File: src/gpc_pkg.sv
/*
 * gpc_pkg: shared constants and types for the general purpose pin block.
 * Assumes a 32-bit AXI4-Lite register bus with byte addressing.
 */
package gpc_pkg;
	// register byte offsets
	localparam logic [11:0] UPPER_OFS = 12'h024;
	localparam logic [11:0] LOWER_OFS = 12'h028;

	// upper register field positions
	localparam int UP_IND_SEL_POS = 31;
	localparam int UP_FN_POS = 16;
	localparam int UP_DRV_POS = 8;
	localparam int UP_DIR_POS = 4;
	localparam int UP_VAL_POS = 0;

	// lower register field positions
	localparam int LO_DFL_POS = 24;
	localparam int LO_DRV_POS = 16;
	localparam int LO_DIR_POS = 8;
	localparam int LO_VAL_POS = 0;

	// reset values
	localparam logic [7:0] LO_DFL_RST = 8'hff;
	localparam logic [7:0] LO_DRV_RST = 8'h00;
	localparam logic [7:0] LO_DIR_RST = 8'h00;
	localparam logic [2:0] UP_DRV_RST = 3'h0;
	localparam logic [2:0] UP_DIR_RST = 3'h0;
	localparam logic [1:0] UP_FN_RST = 2'h0;

	// axi responses
	localparam logic [1:0] RESP_OKAY = 2'h0;
	localparam logic [1:0] RESP_SLVERR = 2'h2;

	// pin 8 function codes
	typedef enum logic [1:0] {
		P8_GPIO = 2'h0,
		P8_LED = 2'h1,
		P8_RXD2 = 2'h2,
		P8_CRS = 2'h3
	} gpc_p8fn_t;

	// upper pin configuration (pins 8..10)
	typedef struct packed {
		logic ind_sel;
		logic [1:0] fn;
		logic [2:0] drv;
		logic [2:0] dir;
		logic [2:0] val;
	} gpc_upper_t;

	// lower pin configuration (pins 0..7)
	typedef struct packed {
		logic [7:0] dfl;
		logic [7:0] drv;
		logic [7:0] dir;
		logic [7:0] val;
	} gpc_lower_t;
endpackage

File: src/gpc_top.sv
/*
 * gpc_top: register-controlled configuration of eleven general purpose
 * pins, reached over an AXI4-Lite slave.
 * Assumes pin levels arrive asynchronously; internal MII, LED and
 * default-function signals come from logic on CLK.
 */
`timescale 1ns/1ns
module gpc_top #(
	parameter int NPINS = 11
) (
	// clock, reset, enable
	input wire logic CLK,
	input wire logic RESETN,
	input wire logic CE,
	// axi4-lite write address and data
	input wire logic [11:0] AWADDR,
	input wire logic AWVALID,
	output logic AWREADY,
	input wire logic [31:0] WDATA,
	input wire logic [3:0] WSTRB,
	input wire logic WVALID,
	output logic WREADY,
	// axi4-lite write response
	output logic [1:0] BRESP,
	output logic BVALID,
	input wire logic BREADY,
	// axi4-lite read
	input wire logic [11:0] ARADDR,
	input wire logic ARVALID,
	output logic ARREADY,
	output logic [31:0] RDATA,
	output logic [1:0] RRESP,
	output logic RVALID,
	input wire logic RREADY,
	// pins
	input wire logic [NPINS-1:0] PIN_I,
	output logic [NPINS-1:0] PIN_O,
	output logic [NPINS-1:0] PIN_OE,
	// device configuration
	input wire logic PHY_CHOICE_STRAP,
	input wire logic EEPROM_PRESENT,
	input wire logic EEPROM_INDICATOR_SELECT,
	input wire logic LIGHT_RESET,
	input wire logic USB_RESET,
	input wire logic MIRROR_ENABLE,
	// internal functions offered to the pins
	input wire logic [7:0] DFLT_O,
	input wire logic [7:0] DFLT_OE,
	input wire logic [7:0] MII_MIRROR,
	input wire logic MII_RXD2,
	input wire logic MII_CRS,
	input wire logic LED_FUNC_O,
	// wake and interrupt qualification
	input wire logic [NPINS-1:0] WAKE_ENABLE,
	output logic [NPINS-1:0] IRQ_ELIGIBLE,
	output logic [NPINS-1:0] WAKE_ARMED,
	output logic INDICATOR_SELECT
);
	gpc_pkg::gpc_upper_t up_q;
	gpc_pkg::gpc_lower_t lo_q;
	logic [NPINS-1:0] s1_q, s2_q, s3_q, lvl_q;
	logic ext_mii_q;
	logic aw_rdy_q, w_rdy_q, ar_rdy_q, bvalid_q, rvalid_q;
	logic [11:0] awaddr_q;
	logic [31:0] wdata_q, rdata_q;
	logic [3:0] wstrb_q;
	logic [1:0] bresp_q, rresp_q;
	logic [NPINS-1:0] pin_o_q, pin_oe_q, irq_q, wake_q;
	logic [NPINS-1:0] pin_o_d, pin_oe_d, gp_mode;
	logic [NPINS-1:0] pin_dir, pin_drv, pin_val;

	// byte-lane merge of a write into an old word
	function automatic logic [31:0] merge(input logic [31:0] old,
		input logic [31:0] nw, input logic [3:0] strb);
		logic [31:0] r;
		r = old;
		for (int b = 0; b < 4; b++) begin
			if (strb[b]) begin
				r[b*8 +: 8] = nw[b*8 +: 8];
			end
		end
		return r;
	endfunction

	// address decode
	wire aw_take = AWVALID & aw_rdy_q;
	wire w_take = WVALID & w_rdy_q;
	wire ar_take = ARVALID & ar_rdy_q;
	wire wr_go = ~aw_rdy_q & ~w_rdy_q & ~bvalid_q;
	wire wr_up = (awaddr_q == gpc_pkg::UPPER_OFS);
	wire wr_lo = (awaddr_q == gpc_pkg::LOWER_OFS);
	wire rd_up = (ARADDR == gpc_pkg::UPPER_OFS);
	wire rd_lo = (ARADDR == gpc_pkg::LOWER_OFS);

	// read words; data fields always show the filtered pin levels
	wire [31:0] up_word = {up_q.ind_sel, 13'h0000, up_q.fn, 5'h00,
		up_q.drv, 1'b0, up_q.dir, 1'b0, lvl_q[10:8]};
	wire [31:0] lo_word = {lo_q.dfl, lo_q.drv, lo_q.dir,
		lvl_q[7:0]};
	wire [31:0] up_wr = merge(up_word, wdata_q, wstrb_q);
	wire [31:0] lo_wr = merge(lo_word, wdata_q, wstrb_q);
	// data latches take only their strobed byte; readback never shows them
	wire [31:0] up_val_wr = merge({29'h0, up_q.val}, wdata_q, wstrb_q);
	wire [31:0] lo_val_wr = merge({24'h0, lo_q.val}, wdata_q, wstrb_q);
	wire [31:0] rd_word = rd_up ? up_word : (rd_lo ? lo_word : 32'h00000000);
	wire eeprom_sel = EEPROM_PRESENT & EEPROM_INDICATOR_SELECT;
	wire lite_rst = LIGHT_RESET | USB_RESET;

	// per-pin configuration views
	assign pin_dir = {up_q.dir, lo_q.dir};
	assign pin_drv = {up_q.drv, lo_q.drv};
	assign pin_val = {up_q.val, lo_q.val};

	// pin synchroniser: a change counts once stages two and three agree
	// the hold-on-disagree filter costs a cycle of lag but rejects glitches
	always_ff @(posedge CLK) begin
		if (CE) begin
			s1_q <= PIN_I;
			s2_q <= s1_q;
			s3_q <= s2_q;
			if (!RESETN) begin
				lvl_q <= s3_q;
			end else begin
				lvl_q <= (s2_q & ~(s2_q ^ s3_q)) | (lvl_q & (s2_q ^ s3_q));
			end
		end
	end

	// strap is caught while reset is held and frozen afterwards
	// the strap is a static board level, so it needs no synchroniser;
	// a later change only counts after the next reset
	always_ff @(posedge CLK) begin
		if (CE && !RESETN) begin
			ext_mii_q <= PHY_CHOICE_STRAP;
		end
	end

	// pin function selection
	generate
		for (genvar n = 0; n < NPINS; n++) begin : g_pin
			logic gp_o, gp_oe;
			// open-drain only pulls low; push-pull drives both levels
			assign gp_o = pin_drv[n] & pin_val[n];
			assign gp_oe = pin_dir[n] & (pin_drv[n] | ~pin_val[n]);
			if (n < 8) begin : g_lo
				assign gp_mode[n] = ~lo_q.dfl[n] & ~ext_mii_q;
				wire mir = MIRROR_ENABLE & ~ext_mii_q;
				assign pin_o_d[n] = gp_mode[n] ? gp_o :
					(mir ? MII_MIRROR[n] : DFLT_O[n]);
				assign pin_oe_d[n] = gp_mode[n] ? gp_oe :
					(mir ? 1'b1 : DFLT_OE[n]);
			end else if (n == 8) begin : g_p8
				wire [1:0] fn = up_q.fn;
				assign gp_mode[n] = (fn == gpc_pkg::P8_GPIO);
				assign pin_o_d[n] = (fn == gpc_pkg::P8_LED) ? LED_FUNC_O :
					(fn == gpc_pkg::P8_RXD2) ? MII_RXD2 :
					(fn == gpc_pkg::P8_CRS) ? MII_CRS : gp_o;
				assign pin_oe_d[n] = gp_mode[n] ? gp_oe : 1'b1;
			end else begin : g_up
				assign gp_mode[n] = 1'b1;
				assign pin_o_d[n] = gp_o;
				assign pin_oe_d[n] = gp_oe;
			end
		end
	endgenerate

	// registered pin drive and wake qualification
	// reset also waits for CE, so a frozen block keeps every flop
	always_ff @(posedge CLK) begin
		if (CE && !RESETN) begin
			pin_o_q <= '0;
			pin_oe_q <= '0;
			irq_q <= '0;
			wake_q <= '0;
		end else if (CE) begin
			pin_o_q <= pin_o_d;
			pin_oe_q <= pin_oe_d;
			irq_q <= gp_mode & ~pin_dir;
			wake_q <= gp_mode & ~pin_dir & WAKE_ENABLE;
		end
	end

	// configuration registers; light reset outranks a software write
	always_ff @(posedge CLK) begin
		if (CE && !RESETN) begin
			up_q.ind_sel <= eeprom_sel;
			up_q.fn <= gpc_pkg::UP_FN_RST;
			up_q.drv <= gpc_pkg::UP_DRV_RST;
			up_q.dir <= gpc_pkg::UP_DIR_RST;
			up_q.val <= 3'h0;
			lo_q.dfl <= gpc_pkg::LO_DFL_RST;
			lo_q.drv <= gpc_pkg::LO_DRV_RST;
			lo_q.dir <= gpc_pkg::LO_DIR_RST;
			lo_q.val <= 8'h00;
		end else if (CE) begin
			if (wr_go && wr_up) begin
				up_q.ind_sel <= up_wr[gpc_pkg::UP_IND_SEL_POS];
				up_q.fn <= up_wr[gpc_pkg::UP_FN_POS +: 2];
				up_q.drv <= up_wr[gpc_pkg::UP_DRV_POS +: 3];
				up_q.dir <= up_wr[gpc_pkg::UP_DIR_POS +: 3];
				up_q.val <= up_val_wr[2:0];
			end
			if (lite_rst) begin
				up_q.ind_sel <= eeprom_sel;
			end
			if (wr_go && wr_lo) begin
				lo_q.dfl <= lo_wr[gpc_pkg::LO_DFL_POS +: 8];
				lo_q.drv <= lo_wr[gpc_pkg::LO_DRV_POS +: 8];
				lo_q.dir <= lo_wr[gpc_pkg::LO_DIR_POS +: 8];
				lo_q.val <= lo_val_wr[7:0];
			end
		end
	end

	// write channels: address and data taken in either order
	// a write lands one edge after both halves are in, and is answered on that same edge
	always_ff @(posedge CLK) begin
		if (CE && !RESETN) begin
			aw_rdy_q <= 1'b1;
			w_rdy_q <= 1'b1;
			bvalid_q <= 1'b0;
			bresp_q <= gpc_pkg::RESP_OKAY;
			awaddr_q <= 12'h000;
			wdata_q <= 32'h00000000;
			wstrb_q <= 4'h0;
		end else if (CE) begin
			if (aw_take) begin
				aw_rdy_q <= 1'b0;
				awaddr_q <= AWADDR;
			end
			if (w_take) begin
				w_rdy_q <= 1'b0;
				wdata_q <= WDATA;
				wstrb_q <= WSTRB;
			end
			if (wr_go) begin
				bvalid_q <= 1'b1;
				bresp_q <= (wr_up | wr_lo) ? gpc_pkg::RESP_OKAY :
					gpc_pkg::RESP_SLVERR;
			end
			if (bvalid_q && BREADY) begin
				bvalid_q <= 1'b0;
				aw_rdy_q <= 1'b1;
				w_rdy_q <= 1'b1;
			end
		end
	end

	// read channel: one read outstanding, answered the next cycle
	always_ff @(posedge CLK) begin
		if (CE && !RESETN) begin
			ar_rdy_q <= 1'b1;
			rvalid_q <= 1'b0;
			rdata_q <= 32'h00000000;
			rresp_q <= gpc_pkg::RESP_OKAY;
		end else if (CE) begin
			if (ar_take) begin
				ar_rdy_q <= 1'b0;
				rvalid_q <= 1'b1;
				rdata_q <= rd_word;
				rresp_q <= (rd_up | rd_lo) ? gpc_pkg::RESP_OKAY :
					gpc_pkg::RESP_SLVERR;
			end
			if (rvalid_q && RREADY) begin
				rvalid_q <= 1'b0;
				ar_rdy_q <= 1'b1;
			end
		end
	end

	// outputs straight from flip-flops
	assign AWREADY = aw_rdy_q;
	assign WREADY = w_rdy_q;
	assign BVALID = bvalid_q;
	assign BRESP = bresp_q;
	assign ARREADY = ar_rdy_q;
	assign RVALID = rvalid_q;
	assign RDATA = rdata_q;
	assign RRESP = rresp_q;
	assign PIN_O = pin_o_q;
	assign PIN_OE = pin_oe_q;
	assign IRQ_ELIGIBLE = irq_q;
	assign WAKE_ARMED = wake_q;
	assign INDICATOR_SELECT = up_q.ind_sel;
endmodule

File: config.mk
export PLATFORM = sky130hd
export DESIGN_NAME = gpc_top
export DESIGN_NICKNAME = d
export VERILOG_FILES = /design/src/gpc_pkg.sv /design/src/gpc_top.sv
export SDC_FILE = /design/constraint.sdc
export NUM_CORES = 1
export LEC_CHECK = 0
export BUFFER_PORTS_ARGS = -buffer_cell sky130_fd_sc_hd__buf_4
export CAP_MARGIN = 20
export CORE_ASPECT_RATIO = 2
export CORE_MARGIN = 8
export CORE_UTILIZATION = 30
export DETAILED_ROUTE_END_ITERATION = 8
export SYNTH_ARGS = -nofsm -noshare
export SYNTH_HDL_FRONTEND = slang
export SYNTH_SLANG_ARGS = --single-unit
File: constraint.sdc
create_clock -name CLK -period 2.95 [get_ports CLK]
set_clock_uncertainty 0.15 [all_clocks]
set_input_delay 0.59 -clock CLK [delete_from_list [all_inputs] [get_ports CLK]]
set_output_delay 0.59 -clock CLK [all_outputs]
set_load 0.005 [all_outputs]
# Word-level counts from Yosys, hierarchy flattened
# Index checks and enable logic that the tools add are counted.
dict set report op_classes {
  n_reduce_logical 30
  eq_ne 7
  bitwise_logic 82
  mux 60
}
# operator count
set ops {}
lappend ops {{32-bit 2-to-1 mux} 2}
lappend ops {{12-bit by 6-bit equality test with 1-bit output (second input constant)} 4}
lappend ops {{1-bit 2-to-1 mux} 47}
lappend ops {{11-bit AND} 4}
lappend ops {{1-bit AND} 37}
lappend ops {{12-bit 2-to-1 mux} 3}
lappend ops {{3-bit AND reduction} 8}
lappend ops {{1-bit NOT} 23}
lappend ops {{11-bit NOT} 2}
lappend ops {{2-bit AND reduction} 8}
lappend ops {{1-bit bitwise OR} 14}
lappend ops {{11-bit 2-to-1 mux} 1}
lappend ops {{11-bit bitwise OR} 1}
lappend ops {{11-bit bitwise XOR} 1}
lappend ops {{2-bit nonzero test} 5}
lappend ops {{8-bit 2-to-1 mux} 1}
lappend ops {{7-bit 2-to-1 mux} 1}
lappend ops {{2-bit 2-to-1 mux} 3}
lappend ops {{3-bit 2-to-1 mux} 2}
lappend ops {{3-bit nonzero test} 2}
lappend ops {{1-bit logical AND} 5}
lappend ops {{2-bit equality test (second input constant)} 2}
lappend ops {{2-bit by 1-bit equality test with 1-bit output (second input constant)} 1}
lappend ops {{2-bit zero test} 1}
lappend ops {{1-bit zero test} 1}
dict set report word_totals {
  wordCells 208
  out_inout_bits 86
  input_bits 123
  reg_bits 222
}

# Logic depth before layout (Yosys ltp)
# Gate-level depths: netlist (run 1).
dict set report logic_depth {
  depth_word 8
  mapped_depth 7
  ltp_nobuf 5
}

# Worst setup path before layout (run 1)
# Ideal clock, no wire load.
dict set report synth_path {
  kind {input to register}
  from {input port ARADDR[11]}
  to {register rdata_q[11], in the netlist RDATA[11]}
  setup_ns 0.057
  slack_ns 0.829
  n_path_buf 1
  required_ns 2.743
  path_stages 5
  t_arrival_ns 1.914
  cell_sequence {or4_4 -> or2_4 -> nor4_4 -> buf_6 -> a22o_2}
}
dict set report synth_between {
  elab_chain_len 3
  elab_cells_between_ends 4
  classes_between {eq/ne (2); mux (2)}
}
# element line_no
set synth_lines {}
lappend synth_lines {{start, declared} gpc_top.sv:28} ;# input wire logic [11:0] ARADDR,
lappend synth_lines {{12-bit by 6-bit equality test with 1-bit output} gpc_top.sv:93} ;# wire rd_lo = (ARADDR == gpc_pkg::LOWER_OFS);
lappend synth_lines {{32-bit 2-to-1 mux} gpc_top.sv:105} ;# wire [31:0] rd_word = rd_up ? up_word : (rd_lo ? lo_word : 32'h00000000);
lappend synth_lines {{32-bit 2-to-1 mux (*)} gpc_top.sv:105}
lappend synth_lines {{end signal, assigned} gpc_top.sv:260} ;# rdata_q <= rd_word;
lappend synth_lines {{end, declared} gpc_top.sv:65} ;# logic [31:0] wdata_q, rdata_q;
# Mark *: on every way between the ends. The rest lies on a longest branch, timed or not.
# A chain may end at the register's enable or synchronous reset.

# Worst setup path after layout (run 1)
dict set report layout_path {
  from {register awaddr_q[6]}
  to {register lo_q[14] (netlist bit)}
}
dict set report layout_between {
  elab_chain_len 3
}
# element line_no
set layout_lines {}
lappend layout_lines {{start, declared} gpc_top.sv:64} ;# logic [11:0] awaddr_q;
lappend layout_lines {{start signal, assigned} gpc_top.sv:223} ;# awaddr_q <= 12'h000;
lappend layout_lines {{start signal, assigned} gpc_top.sv:229} ;# awaddr_q <= AWADDR;
lappend layout_lines {{12-bit by 6-bit equality test with 1-bit output} gpc_top.sv:91} ;# wire wr_lo = (awaddr_q == gpc_pkg::LOWER_OFS);
lappend layout_lines {{1-bit logical AND} gpc_top.sv:206} ;# if (wr_go && wr_lo) begin
lappend layout_lines {{3-bit AND reduction (no source line)} n/a}
lappend layout_lines {{end, declared} gpc_top.sv:60} ;# gpc_pkg::gpc_lower_t lo_q;
# No other way between the ends.

==> results of run 1 <==
-- metrics by stage --
stage / utilization / area (um2)
after floorplan: - / 8756
after global placement: 0.3696 / 10620
after detailed placement: 0.3696 / 10620
after CTS: 0.3988 / 11460
after global routing: 0.3989 / 11460
final: 0.3989 / 11460
-- worst max-delay path, delay by kind of cell (launching register included) --
kind / cells / cell delay, ns
AOI/OAI and AO/OA: 1 / 0.17
buffers and inverters: 1 / 0.34
DFF: 1 / 0.32
and+or+nand+nor: 3 / 0.90
-- report_power, final --
| group | switching, mW | total (mW) | internal [mW] |
|---|---|---|---|
| clock network | 1.23 | 3.23 | 2.01 |
| logic | 0.350 | 0.694 | 0.344 |
| registers | 0.130 | 3.39 | 3.26 |
| total | 1.71 | 7.32 | 5.61 |
-- synth_stat cells (19+ instances only) --
cell type  number
inv_1          58
nand4_1        47
a22o_2         20
dfxtp_1       174
o22ai_1        19
edfxtp_1       46
a21boi_0       24
nand2_1       132
a21oi_1        93
o21ai_0        74
clkbuf_1       49
nor2_1         25
nand3_1        19
-- layout make-up --
type,instances,share of cell area
diodes,2,0.0004365
clock buffers,26,0.05293
clock inverters,14,0.02008
inverters,59,0.01932
multi-input cells,577,0.2932
flip-flops and latches,220,0.4243
well taps,360,0.03929
repair buffers,228,0.1504
-- layer usage --
layer  wire length [um]  GRT usage
met1              10030     0.1562
met2              14940     0.2859
met3               1706    0.02645
met4                971    0.06768
met5                  0          0
-- layout by cell type, fill, tap and decap left out, types with 2 or more instances in the layout --
cell         n
buf_4      227
dfxtp_1    174
nand2_1    132
a21oi_1     93
o21ai_0     74
inv_1       58
nand4_1     47
edfxtp_1    46
nor2_1      25
a21boi_0    24
clkbuf_16   23
a22o_2      20
nand3_1     19
o22ai_1     19
xor2_1      12
nor2b_1     12
a221oi_1    12
mux2_2      11
nor3_1      10
mux2i_1      9
nand3b_1     9
a31o_2       8
o31ai_1      8
bufinv_16    6
nand2b_1     4
and3_1       4
nor4_2       3
nor4b_1      3
a21o_1       3
clkinv_2     3
diode_2      2
o2111ai_1    2
conb_1       2
clkinv_1     2
clkbuf_8     2
-- path summary, 6_finish.rpt --
check / to / slack (ns) / depth (start not counted)
max: lo_q[14] / 0.98 / 5
min reg2reg: s2_q[3] / 0.27 / 0
max reg2reg: lo_q[14] / 0.98 / 5
min: ext_mii_q / 0.1 / 1
-- kinds of logic after synthesis --
group	synth area share
AND/OR/NAND/NOR	0.1603
AO/OA/AOI/OAI	0.1866
other	0.0004285
multiplexers	0.02445
XOR/XNOR	0.01201
flip-flops	0.5558
buffers and inverters	0.06047
-- flip-flops by register name (all words and copies together), names as in the netlist, 2 cells and up, named ones only --
| register | cells |
|---|---|
| IRQ_ELIGIBLE | 11 |
| PIN_O | 11 |
| PIN_OE | 11 |
| RDATA | 32 |
| WAKE_ARMED | 11 |
| awaddr_q | 12 |
| g_pin.g_p8.fn | 2 |
| lo_q | 32 |
| pin_dir | 3 |
| pin_drv | 3 |
| pin_val | 3 |
| s1_q | 11 |
| s2_q | 11 |
| s3_q | 11 |
| wdata_q | 32 |
| wstrb_q | 4 |
==> impl_results.md, run 1 <==
* Drt total wl at between 20000 and 30000 um
* Reg area at 4865 um2
* Worst Max-Slew Pin Slew at about 0.54 ns
* Global-route wire length before repair at 41540 um
* Fin crit share at 0.6680
* Worst Path Arrival at 2.26 ns
* Final RePlAce weighted congestion at 0.8243
* GRT Total Usage at 0.1514
* Leak pwr at between 4 and 5 nW
* Total CTS buffers at 22
* Startpoint types: flop
* Sequential area share after synthesis at 0.5558
* Fillcell total at between 2000 and 3000
* Cell Chain, Critical Path: nor4b_2 > and3_1 > buf_4 > nand4_1 > a21oi_1
* Slew HR at 0.6381
* Area contributors post-synth: dfxtp_1, edfxtp_1, nand2_1, a21oi_1, o21ai_0
* Vias in the first global route at just over 7000
* Num rows at 88
* Growth of design area from synthesis to finish at 30.99%
* WL/cell at roughly 19 um
* Via count at ~7300
* Crit. End Element: flop
* Kind of critical path: reg2reg
* Status: finished clean
* Layout Cells excl Fill at 1486
* Layout cells sized above 1 at 0.2802
* CTS tree: done
* Reg-to-Reg Start: awaddr_q[6]
* Post-cts resize count at 0
* Syn. warnings at 0
* Post-Place Worst Slack at between 0.4 and 0.5 ns
* Vias per inst at just under 5
* Crit path launch: awaddr_q[6]
* Largest net degree at the start of global routing at 72
* Initial antenna violation count at 2
* Slew Viols, Final at 0
* Clock Sink Count at between 200 and 250
* Iteration-0 DRC Markers at about 360
* Ys flop type: dfxtp_1
* CTS Hold Bufs at 0
* Core area at approximately 29000 um2
* Worst stage delay on the critical path at just under 0.5 ns
* Pre-Repair DR Iteration Count at 5
* RSZ-0062 raised after global routing: no
* Die height at roughly 260 um
* Maximum VDD drop at 0.3156 mV
* Io pins at between 200 and 250
* H-tree Lvls at 1
* CP max stage cell: nor4b_2
* Cell area after synthesis at about 8800 um2
* DR DRC count at 0
* Longest Clk Path Bufs at 3
* Yosys reg bits at 220
* Number of synthesized flops with an enable pin at between 40 and 50
* Post-layout power at about 7.3 mW
* Grt ovf at 0
* Root buffer cell: clkbuf_16
* Hold Violations, Final at 0
* Final #Nets at between 1000 and 1500
* Synth async-reset ratio at 0
* Synth Instances at 926
* Setup bufs post-CTS at 0
* Final ANT Viol Nets at 0
* PwrDens at 638.6 nW/um2
* Fmax at between 500 and 600 MHz
* Setup-failing EPs final at 0
* Synth area leader: dfxtp_1
* Worst min path class: in2reg
* Dpl cells at roughly 1400
* Syn avg cell area at between 9 and 10 um2
* Hold WS at 0.09599 ns
* Yosys top cell area share at 0.3980
* Sum of negative setup slack at 0 ns
* Synth unique cells at 46
* Required time worst endpoint at ~3.2 ns
* Maxcap violations at 0
* Initial core utilization at 0.3046
* IO buf count at about 210
* Crit path max fanout at 33
* Hold Startpoint: PHY_CHOICE_STRAP
* Clk_lat worst skew at between 0.5 and 0.6 ns
* Placed wire-length estimate at about 21000 um
* Multi-input logic area at 3362 um2
* Tmin final at approximately 2.0 ns
* DIE WIDTH at 136.8 um
* Die Footprint at approximately 35000 um2
* Clock transition at path regs at ~0.07 ns
* Setup WS post-layout at roughly 0.98 ns
(Power assumes the default switching activity.)
==> run 2, diff against run 1 <==
clock period = 1.65 ns   (was 2.95 ns; I/O delays follow)
==> run 2 against run 1 <==
Net effect: maximum frequency rose by 14%; critical path type unchanged; non-clock buffer count increased by 126; highest routed layer unchanged; via count up 7.1%; largest power group unchanged; first-iteration DRC count shrank 11%; hold slack lost 0.070 ns; clock power increased by 49%; critical path depth unchanged; die area is the same; the run now ends with negative setup slack left; setup slack got worse by 1.1 ns; cell area increased by 13%; largest cell class unchanged.
==> impl_results.md, run 2 (same netlist as run 1, synthesis figures left out) <==
* Status: complete, but fails checks
* Layout cells sized above 1 at 0.3149
* Total CTS buffers at 22
* Setup-failing EPs final at between 40 and 50
* Core area at about 29000 um2
* CP max stage cell: o31ai_1
* Crit. End Element: flop
* Via count at around 7900
* Setup WS post-layout at -0.07660 ns
* Fin crit share at 1.046
* Vias per inst at 4.874
* RSZ-0062 raised after global routing: yes
* Final #Nets at 1357
* Routed met3 length at about 1700 um
* Fillcell total at about 2800
* Clk_lat worst skew at approximately 0.51 ns
* Crit path max fanout at 8
* Most common cell after layout, fill and taps aside: buf_4
* Die height at 257.6 um
* Final ANT Viol Nets at 0
* Drt total wl at slightly below 30000 um
* Slew HR at 0.6280
* Maximum VDD drop at 0.6816 mV
* Worst stage delay on the critical path at between 0.3 and 0.4 ns
* Placed wire-length estimate at 20980 um
* WL/cell at roughly 18 um
* Metal-1 WL at 10430 um
* Hold path depth at 3
* Vias in the first global route at about 8200
* Kind of critical path: reg2reg
* Sum of negative setup slack at -1.571 ns
* GRT Total Usage at 0.1578
* CTS tree: done
* H-tree Lvls at 1
* Pre-Repair DR Iteration Count at 4
* IO buf count at around 210
* Hold Violations, Final at 0
* Fmax at 579.2 MHz
* Required time worst endpoint at ~1.9 ns
* Global-route wire length before repair at 43670 um
* Tmin final at ~1.7 ns
* Maxcap violations at 0
* Root buffer cell: clkbuf_16
* Met2 WL at between 15000 and 20000 um
* Clock Sink Count at 220
* Commonest non-fill, non-tap cells in the layout: buf_4, dfxtp_1, nand2_1, a21oi_1, dlygate4sd3_1
* Hold WS at 0.02584 ns
* Worst Max-Slew Pin Slew at roughly 0.56 ns
* Worst min path class: in2reg
* Num rows at 88
* Reg2reg path depth at 5
* Growth of design area from synthesis to finish at 47.81%
* Multi-input logic area at around 3600 um2
* Initial core utilization at 0.3046
* DIE WIDTH at about 140 um
* PwrDens at 963.2 nW/um2
* Leak pwr at 5.174 nW
* Slew Viols, Final at 0
* Iteration-0 DRC Markers at between 300 and 400
* Longest Clk Path Bufs at 3
* Violated checks: negative setup slack
* Max layer used: met4
* Cell Chain, Critical Path: nor4b_4 > buf_4 > nand3_2 > o31ai_1 > nand3_1
* DR DRC count at 0
* Die Footprint at around 35000 um2
* Reg area at approximately 4900 um2
* Initial antenna violation count at 4
* Final RePlAce weighted congestion at just over 0.8
* Largest net degree at the start of global routing at 52
* Io pins at approximately 210
* Clock transition at path regs at around 0.07 ns
* Grt ovf at 0
* Worst Path Arrival at between 1.5 and 2 ns
* Startpoint types: flop
==> run 2: cell types whose count changed in the layout (fill, tap and decap cells not counted), sizes merged <==
| cell | previous run | this run |
|---|---|---|
| dlygate4sd3 | 0 | 77 |
| clkbuf | 26 | 32 |
| diode | 2 | 4 |
| clkinv | 5 | 4 |
| clkinvlp | 1 | 3 |
| buf | 228 | 274 |
| bufinv | 6 | 0 |
==> run 2: layer usage <==
layer / GRT usage / up-vias
li1: - / 3894
met1: 0.1605 / 3645
met2: 0.2919 / 247
met3: 0.02684 / 71
met4: 0.09074 / 0
met5: 0 / -
==> run 2: worst max-delay path, delay by kind of cell, from the launching register on <==
family	cells	cell delay, ns
buffers and inverters	1	0.18
AND/OR/NAND/NOR	3	0.61
flip-flops	1	0.33
AO/OA/AOI/OAI	1	0.34
==> run 2: area by class of cell <==
cell class / instances / share of cell area
diodes: 4 / 0.0007738
clock buffers: 29 / 0.04778
clock inverters: 9 / 0.004449
inverters: 59 / 0.01712
multi-input cells: 577 / 0.2789
flip-flops and latches: 220 / 0.3766
well taps: 360 / 0.03482
repair buffers: 354 / 0.2395
==> run 2: power by group <==
group          switching, mW  internal [mW]
registers              0.216           5.84
clock network           2.16           2.65
logic                  0.727          0.870
==> run 2: final timing paths <==
kind	endpoint	start	slack (ns)
worst max-delay path	lo_q[27]	awaddr_q[8]	-0.08
worst min-delay path	INDICATOR_SELECT	LIGHT_RESET	0.03
worst max register to register	lo_q[27]	awaddr_q[8]	-0.08
worst min register to register	s2_q[0]	s1_q[0]	0.27
==> run 2: stage by stage <==
stage | power, mW | area (um2) | util | cells | setup slack (ns)
6_report | 12.46 | 12940 | 0.4501 | 1612 | -0.07660
3_3_place_gp | 7.540 | 11020 | 0.3836 | 1475 | -0.4239
4_1_cts | 12.56 | 12520 | 0.4357 | 1593 | -0.04022
5_1_grt | 12.99 | 12940 | 0.4501 | 1612 | -0.2111
3_5_place_dp | 7.564 | 11020 | 0.3836 | 1475 | -0.4506
2_1_floorplan | 6.764 | 8836 | - | 927 | -0.1358
==> run 2: repair_timing <==
action	CTS	global route
pin swaps	15	18
hold endpoints to repair	76	0
buffers inserted	2	9
setup endpoints to repair	45	64
cloned	1	6
resized for setup	9	83
hold buffers	77	0
==> run 3, diff against run 2 <==
CORE_MARGIN = 2   (was 8)
CORE_UTILIZATION = 45   (was 30)
PLACE_DENSITY = 0.72   (was unset)
==> run 3 against run 2 <==
Net effect: the flow still finishes with violations (negative setup slack); sequential share of layout area is 1.1 points higher; sequential power hardly changed; cell count is 7.5% lower; non-clock buffer count is 14 lower; core utilization is 20 points higher; cell area is 3.0% lower; count of clock-buffer cells in the layout is 2 higher; combinational power is 6% lower; first-iteration DRC count is 64% higher; maximum frequency is 0.86% lower; hold slack worse by 0.024 ns; global-route usage is 8.1 points higher; critical endpoint is now pin_val[10].
==> impl_results.md, run 3 (same netlist as run 1, synthesis figures left out) <==
* Status: complete, but fails checks
* Violated checks: negative setup slack
* IO buf count at 206
* Crit. End Element: flop
* Multi-input logic area at between 3000 and 4000 um2
* Longest Clk Path Bufs at 3
* Via count at 7847
* Io pins at 209
* Hold Violations, Final at 0
* Hold path depth at 3
* Total CTS buffers at 20
* Iteration-0 DRC Markers at 523
* Fin area at ~13000 um2
* Hold worst-path end: wdata_q[2]
* Num rows at 72
* GRT Total Usage at 0.2388
* Growth of design area from synthesis to finish at 43.42%
* Worst reg2reg setup slack at -0.09 ns
* # diodes at 0
* Worst Path Arrival at between 2 and 2.5 ns
* Vias per inst at between 5 and 6
* Final #Nets at 1341
* Hold Startpoint: WDATA[2]
* Post-layout utilization of the core at 0.6541
* Commonest non-fill, non-tap cells in the layout: buf_4, dfxtp_1, nand2_1, a21oi_1, dlygate4sd3_1
* Startpoint types: flop
* Global-route wire length before repair at ~39000 um
* Placed wire-length estimate at roughly 18000 um
* Largest net degree at the start of global routing at 65
* Post-layout power at ~12 mW
* Kind of critical path: reg2reg
* Most common cell after layout, fill and taps aside: buf_4
* DIE WIDTH at 102.6 um
* Dpl cell area at roughly 11000 um2
* Sum of negative setup slack at -1.105 ns
* Fmax at 574.2 MHz
* DR DRC count at 0
* WL/cell at between 15 and 20 um
* Grt ovf at 0
* RSZ-0062 raised after global routing: yes
* Clock transition at path regs at around 0.070 ns
* Core area at 19190 um2
* Reg2reg path depth at 6
* Vias in the first global route at 7620
* Drt total wl at 25780 um
* Setup-failing EPs final at 37
* Root buffer cell: clkbuf_16
* Leak pwr at 5.114 nW
* Maxcap violations at 0
* CTS tree: done
* Initial core utilization at 0.4561
* Final ANT Viol Nets at 0
* H-tree Lvls at 1
* Maximum VDD drop at roughly 0.9 mV
* Reg-to-Reg Start: awaddr_q[6]
* PwrDens at 979.2 nW/um2
* Die Footprint at roughly 21000 um2
* Tmin final at around 1.7 ns
* Slew Viols, Final at 0
* Setup WS post-layout at -0.09166 ns
* Fin crit share at 1.056
* Fillcell total at around 1500
* Initial antenna violation count at 0
* R2R Path End: pin_val[10]
* Required time worst endpoint at roughly 1.9 ns
* Final RePlAce weighted congestion at 0.8765
* Die height at a little over 200 um
* Layout cells sized above 1 at 0.2963
* Pre-Repair DR Iteration Count at 5
* Clock Sink Count at between 200 and 250
* Reg area at 4871 um2
* Clk_lat worst skew at ~0.50 ns
* Crit path max fanout at 6
* Worst min path class: in2reg
-- run 3: changes by cell type in the layout (fill, tap and decap cells not counted), moves of 3 or more --
cell / change
o21ai_0: +18
o21ai_2: -11
o21ai_1: -7
dlygate4sd3_1: -6
a22o_2: -5
a22o_4: +5
buf_12: -5
diode_2: -4
clkbuf_16: -3
clkbuf_8: +3
-- run 3: through the flow --
stage	setup slack (ns)	cells	hold WS, ns
2_1_floorplan	-0.1358	927	0.2503
3_3_place_gp	-0.3708	1376	0.2509
3_5_place_dp	-0.4077	1376	0.2545
4_1_cts	-0.07355	1485	0.006557
5_1_grt	-0.1484	1491	0.007429
6_report	-0.09166	1491	0.002123
-- run 3: layout make-up --
class | instances | area share
clock buffers | 31 | 0.04884
clock inverters | 5 | 0.004386
inverters | 59 | 0.01764
multi-input cells | 577 | 0.2853
flip-flops and latches | 220 | 0.3881
well taps | 259 | 0.02582
repair buffers | 340 | 0.2300
-- run 3: layer usage --
metal	track usage	wire length, um	share of wire
met5	0	0	0
met4	0.1281	1681	0.065
met3	0.03022	1284	0.050
met2	0.4412	13760	0.53
met1	0.2522	9056	0.35
-- run 3: worst max-delay path, stage by stage, from the launching register on --
cell,delay (ns)
dfxtp_2,0.34
nor4b_4,0.30
buf_4,0.18
and4_4,0.25
buf_6,0.12
nand4_1,0.16
a21oi_1,0.18
-- run 3: report_power, final --
part	leakage (nW)	switching, mW	internal (mW)
registers	1.87	0.221	5.84
clock network	0.330	2.00	2.73
logic	2.91	0.694	0.812
total	5.11	2.92	9.38
-- run 3: how the worst max path moves through the flow --
stage | startpoint | to | slack [ns]
5_1_grt | awaddr_q[4] | lo_q[4] | -0.15
6_report | awaddr_q[6] | pin_val[10] | -0.09
3_3_place_gp | ARADDR[11] | RDATA[15] | -0.37
2_1_floorplan | ARADDR[11] | RDATA[11] | -0.14
3_5_place_dp | ARADDR[11] | RDATA[18] | -0.41
4_1_cts | awaddr_q[6] | pin_val[10] | -0.07
-- run 3: timing repair --
action	in CTS	in global routing
endpoints found under the setup margin	49	71
gates cloned	1	3
pin swaps	9	7
gates resized for setup	14	41
setup buffers	1	3
hold buffers	71	0
hold endpoints to repair	71	0
